### src/logic/output_dependency_select_pkg.sv
// constants for the output dependency selection block
package output_dependency_select_pkg;

  // ------------------------------------------------------------
  // register port geometry
  // ------------------------------------------------------------
  localparam int ADDR_W = 8;
  localparam int DATA_W = 8;
  localparam int REG_COUNT = 9;

  // ------------------------------------------------------------
  // register offsets
  // ------------------------------------------------------------
  localparam logic [7:0] ADDR_OUT6_ANALOG_DEPS = 8'h2b;
  localparam logic [7:0] ADDR_OUT6_LOGIC_DEPS_LOW = 8'h2c;
  localparam logic [7:0] ADDR_OUT6_LOGIC_DEPS_HIGH = 8'h2d;
  localparam logic [7:0] ADDR_OUT6_EIGHTH_DEP = 8'h31;
  localparam logic [7:0] ADDR_OUT7_ANALOG_DEPS = 8'h32;
  localparam logic [7:0] ADDR_OUT7_LOGIC_DEPS_LOW = 8'h33;
  localparam logic [7:0] ADDR_OUT7_LOGIC_DEPS_HIGH = 8'h34;
  localparam logic [7:0] ADDR_OUT7_EIGHTH_DEP = 8'h35;
  localparam logic [7:0] ADDR_MANUAL_RESET_DEP_MASK = 8'h40;

  // index of each register in the storage array
  localparam int IDX_OUT6_ANALOG = 0;
  localparam int IDX_OUT6_LOW = 1;
  localparam int IDX_OUT6_HIGH = 2;
  localparam int IDX_OUT6_EIGHTH = 3;
  localparam int IDX_OUT7_ANALOG = 4;
  localparam int IDX_OUT7_LOW = 5;
  localparam int IDX_OUT7_HIGH = 6;
  localparam int IDX_OUT7_EIGHTH = 7;
  localparam int IDX_MR_MASK = 8;

  localparam logic [7:0] REG_ADDR [REG_COUNT] = '{
    ADDR_OUT6_ANALOG_DEPS, ADDR_OUT6_LOGIC_DEPS_LOW, ADDR_OUT6_LOGIC_DEPS_HIGH,
    ADDR_OUT6_EIGHTH_DEP, ADDR_OUT7_ANALOG_DEPS, ADDR_OUT7_LOGIC_DEPS_LOW,
    ADDR_OUT7_LOGIC_DEPS_HIGH, ADDR_OUT7_EIGHTH_DEP, ADDR_MANUAL_RESET_DEP_MASK};

  // factory default of every dependency register
  localparam logic [7:0] REG_RESET = 8'h00;
  localparam logic [7:0] UNMAPPED_READ = 8'h00;

  // ------------------------------------------------------------
  // field positions
  // ------------------------------------------------------------
  localparam int MON_COUNT = 6;
  localparam int MON_SMALL_COUNT = 4;
  localparam int WD_BIT = 6;
  localparam int GPI_LOW_LSB = 6;
  localparam int GPI_HIGH_LSB = 0;
  localparam int GPI_COUNT = 4;
  localparam int PEER_LSB = 2;
  localparam int PEER_SLOTS = 6;
  localparam int PEER_SMALL_FIRST = 2;
  localparam int EIGHTH_BIT = 0;
  localparam int TIMEOUT_LSB = 1;
  localparam int TIMEOUT_W = 3;
  localparam int MR_OUT6_BIT = 5;
  localparam int MR_OUT7_BIT = 6;

  // ------------------------------------------------------------
  // layout of the combined source vector
  // ------------------------------------------------------------
  localparam int SRC_MON = 0;
  localparam int SRC_WD = 6;
  localparam int SRC_GPI = 7;
  localparam int SRC_PEER = 11;
  localparam int SRC_EIGHTH = 17;
  localparam int SRC_MR = 18;
  localparam int SRC_COUNT = 19;

  // peer output numbers (zero based) per slot, per variant
  localparam int PEER_COUNT = 8;
  localparam int EIGHTH_PEER = 7;
  localparam int OUT6_PEER_LARGE [PEER_SLOTS] = '{0, 1, 2, 3, 4, 6};
  localparam int OUT6_PEER_SMALL [PEER_SLOTS] = '{0, 0, 0, 1, 2, 4};
  localparam int OUT7_PEER_LARGE [PEER_SLOTS] = '{0, 1, 2, 3, 4, 5};
  localparam int OUT7_PEER_SMALL [PEER_SLOTS] = '{0, 0, 0, 1, 2, 3};

endpackage

### src/logic/dep_or_combiner.sv
// and-or reduction of enabled dependency sources
`timescale 1ns/1ps
`default_nettype none

module dep_or_combiner #(
  parameter int WIDTH = 19
) (
  input wire logic [WIDTH-1:0] enable_i,
  input wire logic [WIDTH-1:0] source_i,
  output logic hit_o
);

  logic [WIDTH-1:0] hits;

  // ------------------------------------------------------------
  // per source gating
  // ------------------------------------------------------------
  genvar k;
  generate
    for (k = 0; k < WIDTH; k++)
    begin : g_src
      // a cleared enable blocks the source entirely
      assign hits[k] = enable_i[k] & source_i[k];
    end
  endgenerate

  assign hit_o = |hits;

endmodule // dep_or_combiner

`default_nettype wire

### src/logic/output_dependency_select.sv
// dependency selection for the sixth and seventh programmable outputs
`timescale 1ns/1ps
`default_nettype none

module output_dependency_select #(
  parameter bit LARGE_VARIANT = 1'b1
) (
  input wire logic clk_i,
  input wire logic rst_b_i,
  input wire logic [output_dependency_select_pkg::ADDR_W-1:0] reg_addr_i,
  input wire logic [output_dependency_select_pkg::DATA_W-1:0] reg_wdata_i,
  input wire logic reg_we_i,
  input wire logic reg_re_i,
  input wire logic [output_dependency_select_pkg::MON_COUNT-1:0] monitor_input_uv_i,
  input wire logic watchdog_fault_i,
  input wire logic [output_dependency_select_pkg::GPI_COUNT-1:0] logic_input_i,
  input wire logic manual_reset_input_b_i,
  input wire logic [output_dependency_select_pkg::PEER_COUNT-1:0] prog_output_assert_i,
  output logic [output_dependency_select_pkg::DATA_W-1:0] reg_rdata_o,
  output logic prog_output_six_assert_o,
  output logic prog_output_seven_assert_o,
  output logic [output_dependency_select_pkg::TIMEOUT_W-1:0] prog_output_six_timeout_sel_o,
  output logic [output_dependency_select_pkg::TIMEOUT_W-1:0] prog_output_seven_timeout_sel_o
);

  // ------------------------------------------------------------
  // register storage
  // ------------------------------------------------------------
  logic [output_dependency_select_pkg::DATA_W-1:0] regs [output_dependency_select_pkg::REG_COUNT];
  logic [output_dependency_select_pkg::DATA_W-1:0] out6_analog_deps;
  logic [output_dependency_select_pkg::DATA_W-1:0] out6_logic_deps_low;
  logic [output_dependency_select_pkg::DATA_W-1:0] out6_logic_deps_high;
  logic [output_dependency_select_pkg::DATA_W-1:0] out6_eighth_dep;
  logic [output_dependency_select_pkg::DATA_W-1:0] out7_analog_deps;
  logic [output_dependency_select_pkg::DATA_W-1:0] out7_logic_deps_low;
  logic [output_dependency_select_pkg::DATA_W-1:0] out7_logic_deps_high;
  logic [output_dependency_select_pkg::DATA_W-1:0] out7_eighth_dep;
  logic [output_dependency_select_pkg::DATA_W-1:0] manual_reset_dep_mask;

  // mixed registers keep every bit so neighbouring fields read back intact
  genvar r;
  generate
    for (r = 0; r < output_dependency_select_pkg::REG_COUNT; r++)
    begin : g_reg
      always_ff @(posedge clk_i)
      begin
        if (!rst_b_i)
        begin
          regs[r] <= output_dependency_select_pkg::REG_RESET;
        end
        else if (reg_we_i && reg_addr_i == output_dependency_select_pkg::REG_ADDR[r])
        begin
          // reserved bits are stored as written and ignored below
          regs[r] <= reg_wdata_i;
        end
      end
    end
  endgenerate

  assign out6_analog_deps = regs[output_dependency_select_pkg::IDX_OUT6_ANALOG];
  assign out6_logic_deps_low = regs[output_dependency_select_pkg::IDX_OUT6_LOW];
  assign out6_logic_deps_high = regs[output_dependency_select_pkg::IDX_OUT6_HIGH];
  assign out6_eighth_dep = regs[output_dependency_select_pkg::IDX_OUT6_EIGHTH];
  assign out7_analog_deps = regs[output_dependency_select_pkg::IDX_OUT7_ANALOG];
  assign out7_logic_deps_low = regs[output_dependency_select_pkg::IDX_OUT7_LOW];
  assign out7_logic_deps_high = regs[output_dependency_select_pkg::IDX_OUT7_HIGH];
  assign out7_eighth_dep = regs[output_dependency_select_pkg::IDX_OUT7_EIGHTH];
  assign manual_reset_dep_mask = regs[output_dependency_select_pkg::IDX_MR_MASK];

  // ------------------------------------------------------------
  // register read
  // ------------------------------------------------------------
  logic [output_dependency_select_pkg::DATA_W-1:0] next_rdata;

  always_comb
  begin
    next_rdata = output_dependency_select_pkg::UNMAPPED_READ;
    for (int i = 0; i < output_dependency_select_pkg::REG_COUNT; i++)
    begin
      if (reg_addr_i == output_dependency_select_pkg::REG_ADDR[i])
      begin
        next_rdata = regs[i];
      end
    end
  end

  // read data holds until the next read strobe
  always_ff @(posedge clk_i)
  begin
    if (!rst_b_i)
    begin
      reg_rdata_o <= output_dependency_select_pkg::UNMAPPED_READ;
    end
    else if (reg_re_i)
    begin
      reg_rdata_o <= next_rdata;
    end
  end

  // ------------------------------------------------------------
  // variant masks
  // ------------------------------------------------------------
  // on the smaller part the larger-only bits are forced off even if software
  // leaves them set, so a stale image cannot pull in nonexistent sources
  logic [output_dependency_select_pkg::MON_COUNT-1:0] mon_avail;
  logic [output_dependency_select_pkg::PEER_SLOTS-1:0] peer_avail;
  logic eighth_avail;

  genvar m;
  generate
    for (m = 0; m < output_dependency_select_pkg::MON_COUNT; m++)
    begin : g_mon_avail
      assign mon_avail[m] = LARGE_VARIANT || (m < output_dependency_select_pkg::MON_SMALL_COUNT);
    end
    for (m = 0; m < output_dependency_select_pkg::PEER_SLOTS; m++)
    begin : g_peer_avail
      assign peer_avail[m] = LARGE_VARIANT || (m >= output_dependency_select_pkg::PEER_SMALL_FIRST);
    end
  endgenerate

  assign eighth_avail = LARGE_VARIANT;

  // ------------------------------------------------------------
  // enable vectors
  // ------------------------------------------------------------
  logic [output_dependency_select_pkg::SRC_COUNT-1:0] out6_enable;
  logic [output_dependency_select_pkg::SRC_COUNT-1:0] out7_enable;

  // output six enables
  assign out6_enable[output_dependency_select_pkg::SRC_MON +: output_dependency_select_pkg::MON_COUNT] =
    out6_analog_deps[output_dependency_select_pkg::MON_COUNT-1:0] & mon_avail;
  assign out6_enable[output_dependency_select_pkg::SRC_WD] =
    out6_analog_deps[output_dependency_select_pkg::WD_BIT];
  assign out6_enable[output_dependency_select_pkg::SRC_GPI +: 2] =
    out6_logic_deps_low[output_dependency_select_pkg::GPI_LOW_LSB +: 2];
  assign out6_enable[output_dependency_select_pkg::SRC_GPI + 2 +: 2] =
    out6_logic_deps_high[output_dependency_select_pkg::GPI_HIGH_LSB +: 2];
  assign out6_enable[output_dependency_select_pkg::SRC_PEER +: output_dependency_select_pkg::PEER_SLOTS] =
    out6_logic_deps_high[output_dependency_select_pkg::PEER_LSB +: output_dependency_select_pkg::PEER_SLOTS]
    & peer_avail;
  assign out6_enable[output_dependency_select_pkg::SRC_EIGHTH] =
    out6_eighth_dep[output_dependency_select_pkg::EIGHTH_BIT] & eighth_avail;
  assign out6_enable[output_dependency_select_pkg::SRC_MR] =
    manual_reset_dep_mask[output_dependency_select_pkg::MR_OUT6_BIT];

  // output seven enables
  assign out7_enable[output_dependency_select_pkg::SRC_MON +: output_dependency_select_pkg::MON_COUNT] =
    out7_analog_deps[output_dependency_select_pkg::MON_COUNT-1:0] & mon_avail;
  assign out7_enable[output_dependency_select_pkg::SRC_WD] =
    out7_analog_deps[output_dependency_select_pkg::WD_BIT];
  assign out7_enable[output_dependency_select_pkg::SRC_GPI +: 2] =
    out7_logic_deps_low[output_dependency_select_pkg::GPI_LOW_LSB +: 2];
  assign out7_enable[output_dependency_select_pkg::SRC_GPI + 2 +: 2] =
    out7_logic_deps_high[output_dependency_select_pkg::GPI_HIGH_LSB +: 2];
  assign out7_enable[output_dependency_select_pkg::SRC_PEER +: output_dependency_select_pkg::PEER_SLOTS] =
    out7_logic_deps_high[output_dependency_select_pkg::PEER_LSB +: output_dependency_select_pkg::PEER_SLOTS]
    & peer_avail;
  assign out7_enable[output_dependency_select_pkg::SRC_EIGHTH] =
    out7_eighth_dep[output_dependency_select_pkg::EIGHTH_BIT] & eighth_avail;
  assign out7_enable[output_dependency_select_pkg::SRC_MR] =
    manual_reset_dep_mask[output_dependency_select_pkg::MR_OUT7_BIT];

  // ------------------------------------------------------------
  // source vectors
  // ------------------------------------------------------------
  logic [output_dependency_select_pkg::SRC_COUNT-1:0] out6_source;
  logic [output_dependency_select_pkg::SRC_COUNT-1:0] out7_source;
  logic [output_dependency_select_pkg::PEER_SLOTS-1:0] out6_peer;
  logic [output_dependency_select_pkg::PEER_SLOTS-1:0] out7_peer;

  // slot to output numbering differs between variants
  genvar p;
  generate
    for (p = 0; p < output_dependency_select_pkg::PEER_SLOTS; p++)
    begin : g_peer
      if (LARGE_VARIANT)
      begin : g_large
        assign out6_peer[p] = prog_output_assert_i[output_dependency_select_pkg::OUT6_PEER_LARGE[p]];
        assign out7_peer[p] = prog_output_assert_i[output_dependency_select_pkg::OUT7_PEER_LARGE[p]];
      end
      else
      begin : g_small
        assign out6_peer[p] = prog_output_assert_i[output_dependency_select_pkg::OUT6_PEER_SMALL[p]];
        assign out7_peer[p] = prog_output_assert_i[output_dependency_select_pkg::OUT7_PEER_SMALL[p]];
      end
    end
  endgenerate

  assign out6_source = {
    ~manual_reset_input_b_i,
    prog_output_assert_i[output_dependency_select_pkg::EIGHTH_PEER],
    out6_peer,
    logic_input_i,
    watchdog_fault_i,
    monitor_input_uv_i};

  assign out7_source = {
    ~manual_reset_input_b_i,
    prog_output_assert_i[output_dependency_select_pkg::EIGHTH_PEER],
    out7_peer,
    logic_input_i,
    watchdog_fault_i,
    monitor_input_uv_i};

  // ------------------------------------------------------------
  // combine and register
  // ------------------------------------------------------------
  logic next_out6_assert;
  logic next_out7_assert;

  dep_or_combiner #(
    .WIDTH(output_dependency_select_pkg::SRC_COUNT)
  ) u_out6_comb (
    .enable_i(out6_enable),
    .source_i(out6_source),
    .hit_o(next_out6_assert)
  );

  dep_or_combiner #(
    .WIDTH(output_dependency_select_pkg::SRC_COUNT)
  ) u_out7_comb (
    .enable_i(out7_enable),
    .source_i(out7_source),
    .hit_o(next_out7_assert)
  );

  // one cycle of latency buys glitch-free outputs toward the delay stage
  always_ff @(posedge clk_i)
  begin
    if (!rst_b_i)
    begin
      prog_output_six_assert_o <= 1'b0;
    end
    else
    begin
      prog_output_six_assert_o <= next_out6_assert;
    end
  end

  always_ff @(posedge clk_i)
  begin
    if (!rst_b_i)
    begin
      prog_output_seven_assert_o <= 1'b0;
    end
    else
    begin
      prog_output_seven_assert_o <= next_out7_assert;
    end
  end

  // timeout codes share the eighth-dependency registers
  assign prog_output_six_timeout_sel_o =
    out6_eighth_dep[output_dependency_select_pkg::TIMEOUT_LSB +: output_dependency_select_pkg::TIMEOUT_W];
  assign prog_output_seven_timeout_sel_o =
    out7_eighth_dep[output_dependency_select_pkg::TIMEOUT_LSB +: output_dependency_select_pkg::TIMEOUT_W];

endmodule // output_dependency_select

`default_nettype wire

### config.mk
export PLATFORM = sky130hd
export DESIGN_NAME = output_dependency_select
export DESIGN_NICKNAME = d
export VERILOG_FILES = /design/src/logic/output_dependency_select_pkg.sv /design/src/logic/dep_or_combiner.sv /design/src/logic/output_dependency_select.sv
export SDC_FILE = /design/constraint.sdc
export NUM_CORES = 1
export LEC_CHECK = 0
export BUFFER_PORTS_ARGS = -buffer_cell sky130_fd_sc_hd__buf_2
export CAP_MARGIN = 5
export CORE_UTILIZATION = 45
export CTS_CLUSTER_DIAMETER = 30
export DETAILED_ROUTE_END_ITERATION = 7
export GPL_TIMING_DRIVEN = 1
export PLACE_DENSITY = 0.66
export SLEW_MARGIN = 25
export SYNTH_ARGS = -nofsm -noshare
export SYNTH_HDL_FRONTEND = slang
export SYNTH_SLANG_ARGS = --single-unit
### constraint.sdc
create_clock -name clk_i -period 2.4 [get_ports clk_i]
set_clock_uncertainty 0.2 [all_clocks]
set_input_delay 0 -clock clk_i [delete_from_list [all_inputs] [get_ports clk_i]]
set_output_delay 0 -clock clk_i [all_outputs]
set_load 0.02 [all_outputs]
==> impl_metrics.yaml <==
run_status:
  status: "completed"
setup_path:
  cp.required_ps: 2470
  start_kind: "flop"
  cp_max_fo: 3
  crit_path_top_delay_cell: "dlygate4sd3_1"
  slowest_delay_ps: 580
  path_cells: "a22oi_1 > dlygate4sd3_1 > nand3_1 > dlygate4sd3_1 > o21a_1"
  critical_path_class: "reg2reg"
  end_kind: "flop"
  worstPathArrival_ps: 2420
  critPathMostFrequentCell: "dlygate4sd3_1"
  rrSetupSlack_ps: 50
logic_synthesis:
  synth_seq_cells: 82
  synth_top_area_share: 0.488
  netlist_instances: 383
  synth_top_flop_cell: "edfxtp_1"
  ys_warn_count: 0
  synth_area_leaders: "edfxtp_1 (49%), and2_1 (10%), dfxtp_1 (4.5%)"
  synth.largest_area_cell: "edfxtp_1"
  syn-num-nets: 423
  synth_commonest_cells: "and2_1 (73), edfxtp_1 (72), o21ai_0 (20)"
  syn_area_um2: 4430
  ys_seq_area_frac: 0.533
  yosysMostFrequentCell: "and2_1"
  async_flop_share: 0
  synth_edf_count: 72
  syn_area_per_cell_um2: 11.6
  netlist-cell-type-count: 49
hold_path:
  worst_hold_path_type: "in2reg"
floorplan:
  rows: 35
  core_um2: 9370
  fp.dieW_um: 101
  fp.dieH_um: 101
  num_io_pins: 56
  design.die.area_um2: 10200
  initial_utilization: 0.472
sta:
  finalSetupTns_ps: 0
  setup_viol: 0
  max_slew_margin: 0.576
  timing.final.crit_share: 0.980
  fmax_ghz: 0.425
  worstMarginPinSlew_ps: 636
  rsz0062_at_grt: "no"
  slew_violations: 0
  hold_viol_final: 0
  finalCriticalPeriod_ps: 2350
  holdWs_ps: 94.4
route:
  drtIter0Drc: 416
  drc: 0
  firstDrtPassIters: 6
  vias_per_cell: 5.92
  ant_nets: 0
  routed_wl_um: 12700
  vias: 3561
  routedWlPerCell_um: 21.2
cts:
  clockBufferDepth: 2
  clock_tree.root_cell: "clkbuf_8"
  numCtsBuffers: 9
  postCtsSetupRepairBufs: 0
  tritoncts: "yes"
  cts.sinks: 82
  clk_latency_ps: 370
  h-tree-depth: 3
  clk_pin_slew_worst_paths_ps: 100
global_route:
  grt_max_degree: 30
  grt_pass1_vias: 3380
  grt_overflow: 0
  antenna_found_initial: 1
  grt_pass1_wl_um: 18900
  grt_usage: 0.261
power_and_ir_drop:
  p_total_mw: 3.00
  power_density_nw_per_um2: 572
  p_leak_nw: 1.95
  max-vdd-ir-drop_mv: 0.324
place:
  place.gp.congestion: 0.983
  port-buffer-count: 55
  place_hpwl_um: 9270
  dpl-instance-area_um2: 4770
run:
  maxCapViolations: 0
finish:
  area_growth_pct: 18.7
  post-route-util: 0.561
  drive_gt1_frac: 0.230
  post-route-cell-area_um2: 5260
  nNetsFinal: 508
  antenna_cells: 0
-- logic make-up after synthesis --
kind of cell,after synthesis,share of synthesized area
multiplexers,18,0.0410
flip-flops,82,0.533
buffers and inverters,34,0.0528
AND/OR/NAND/NOR,150,0.220
AO/OA/AOI/OAI,99,0.153
-- power by group --
group / internal [mW] / leakage (nW) / switching (mW)
logic: 0.151 / 1.10 / 0.216
registers: 1.61 / 0.765 / 0.0475
clock network: 0.417 / 0.0912 / 0.558
-- metal layers --
metal	share of wire	track usage	up-vias
met3	0.10	0.0566	40
met4	0.040	0.126	0
met2	0.44	0.395	253
met1	0.42	0.359	1674
li1	-	-	1594
met5	0	0	-
-- metrics by stage --
step                      worst slack (ps)  cells
after global routing                  36.7    602
after detailed placement               480    556
after floorplan                        463    383
final                                 46.9    602
after global placement                 497    556
after CTS                             77.7    602
-- cell usage in the layout (no fill, tap or decap), drive strengths merged, types with 3 or more instances in the layout --
cell and instances:
and2 73, edfxtp 72, buf 69, dlygate4sd3 30, o21ai 30, nor2 20, mux2i 17, a21oi 16
nand2 12, inv 12, nand3 11, a22oi 10, clkbuf 10, dfxtp 10, a221oi 10, nand2b 8
nor2b 7, a22o 6, o31ai 5, o22ai 5, nor4 4, o21a 4, nor3 4, o2bb2ai 3
and3 3
-- timing repair --
| action | in CTS | in global routing |
|---|---|---|
| endpoints found under the hold margin | 82 | 0 |
| hold buffers | 30 | 0 |
| resized for setup | 0 | 0 |
-- flip-flops by register name, indices dropped and copies added, names as in the netlist --
register / flops
regs: 72
reg_rdata_o: 8
prog_output_seven_assert_o: 1
prog_output_six_assert_o: 1
-- final cells by class --
| class | count | area, um2 |
|---|---|---|
| Sequential cell | 82 | 2360 |
| Inverter | 9 | 33.8 |
| Clock inverter | 6 | 48.8 |
| Fill cell | 828 | 4120 |
| Multi-Input combinational cell | 267 | 1830 |
| Clock buffer | 10 | 138 |
| Timing Repair Buffer | 99 | 681 |
| Tap cell | 129 | 161 |
-- worst max-delay path, delay by kind of cell (launching register included) --
kind / cells / cell delay (ps)
AO/OA/AOI/OAI: 2 / 390
flip-flops: 1 / 460
AND/OR/NAND/NOR: 1 / 60
buffers and inverters: 2 / 1140
-- final timing paths --
check                               end  cells after the start          start
max          prog_output_seven_assert_o                      5     regs[6][0]
min reg2reg              reg_rdata_o[4]                      2     regs[7][4]
max reg2reg  prog_output_seven_assert_o                      5     regs[6][0]
min                      reg_rdata_o[2]                      4  reg_addr_i[3]
(Power assumes the default switching activity.)
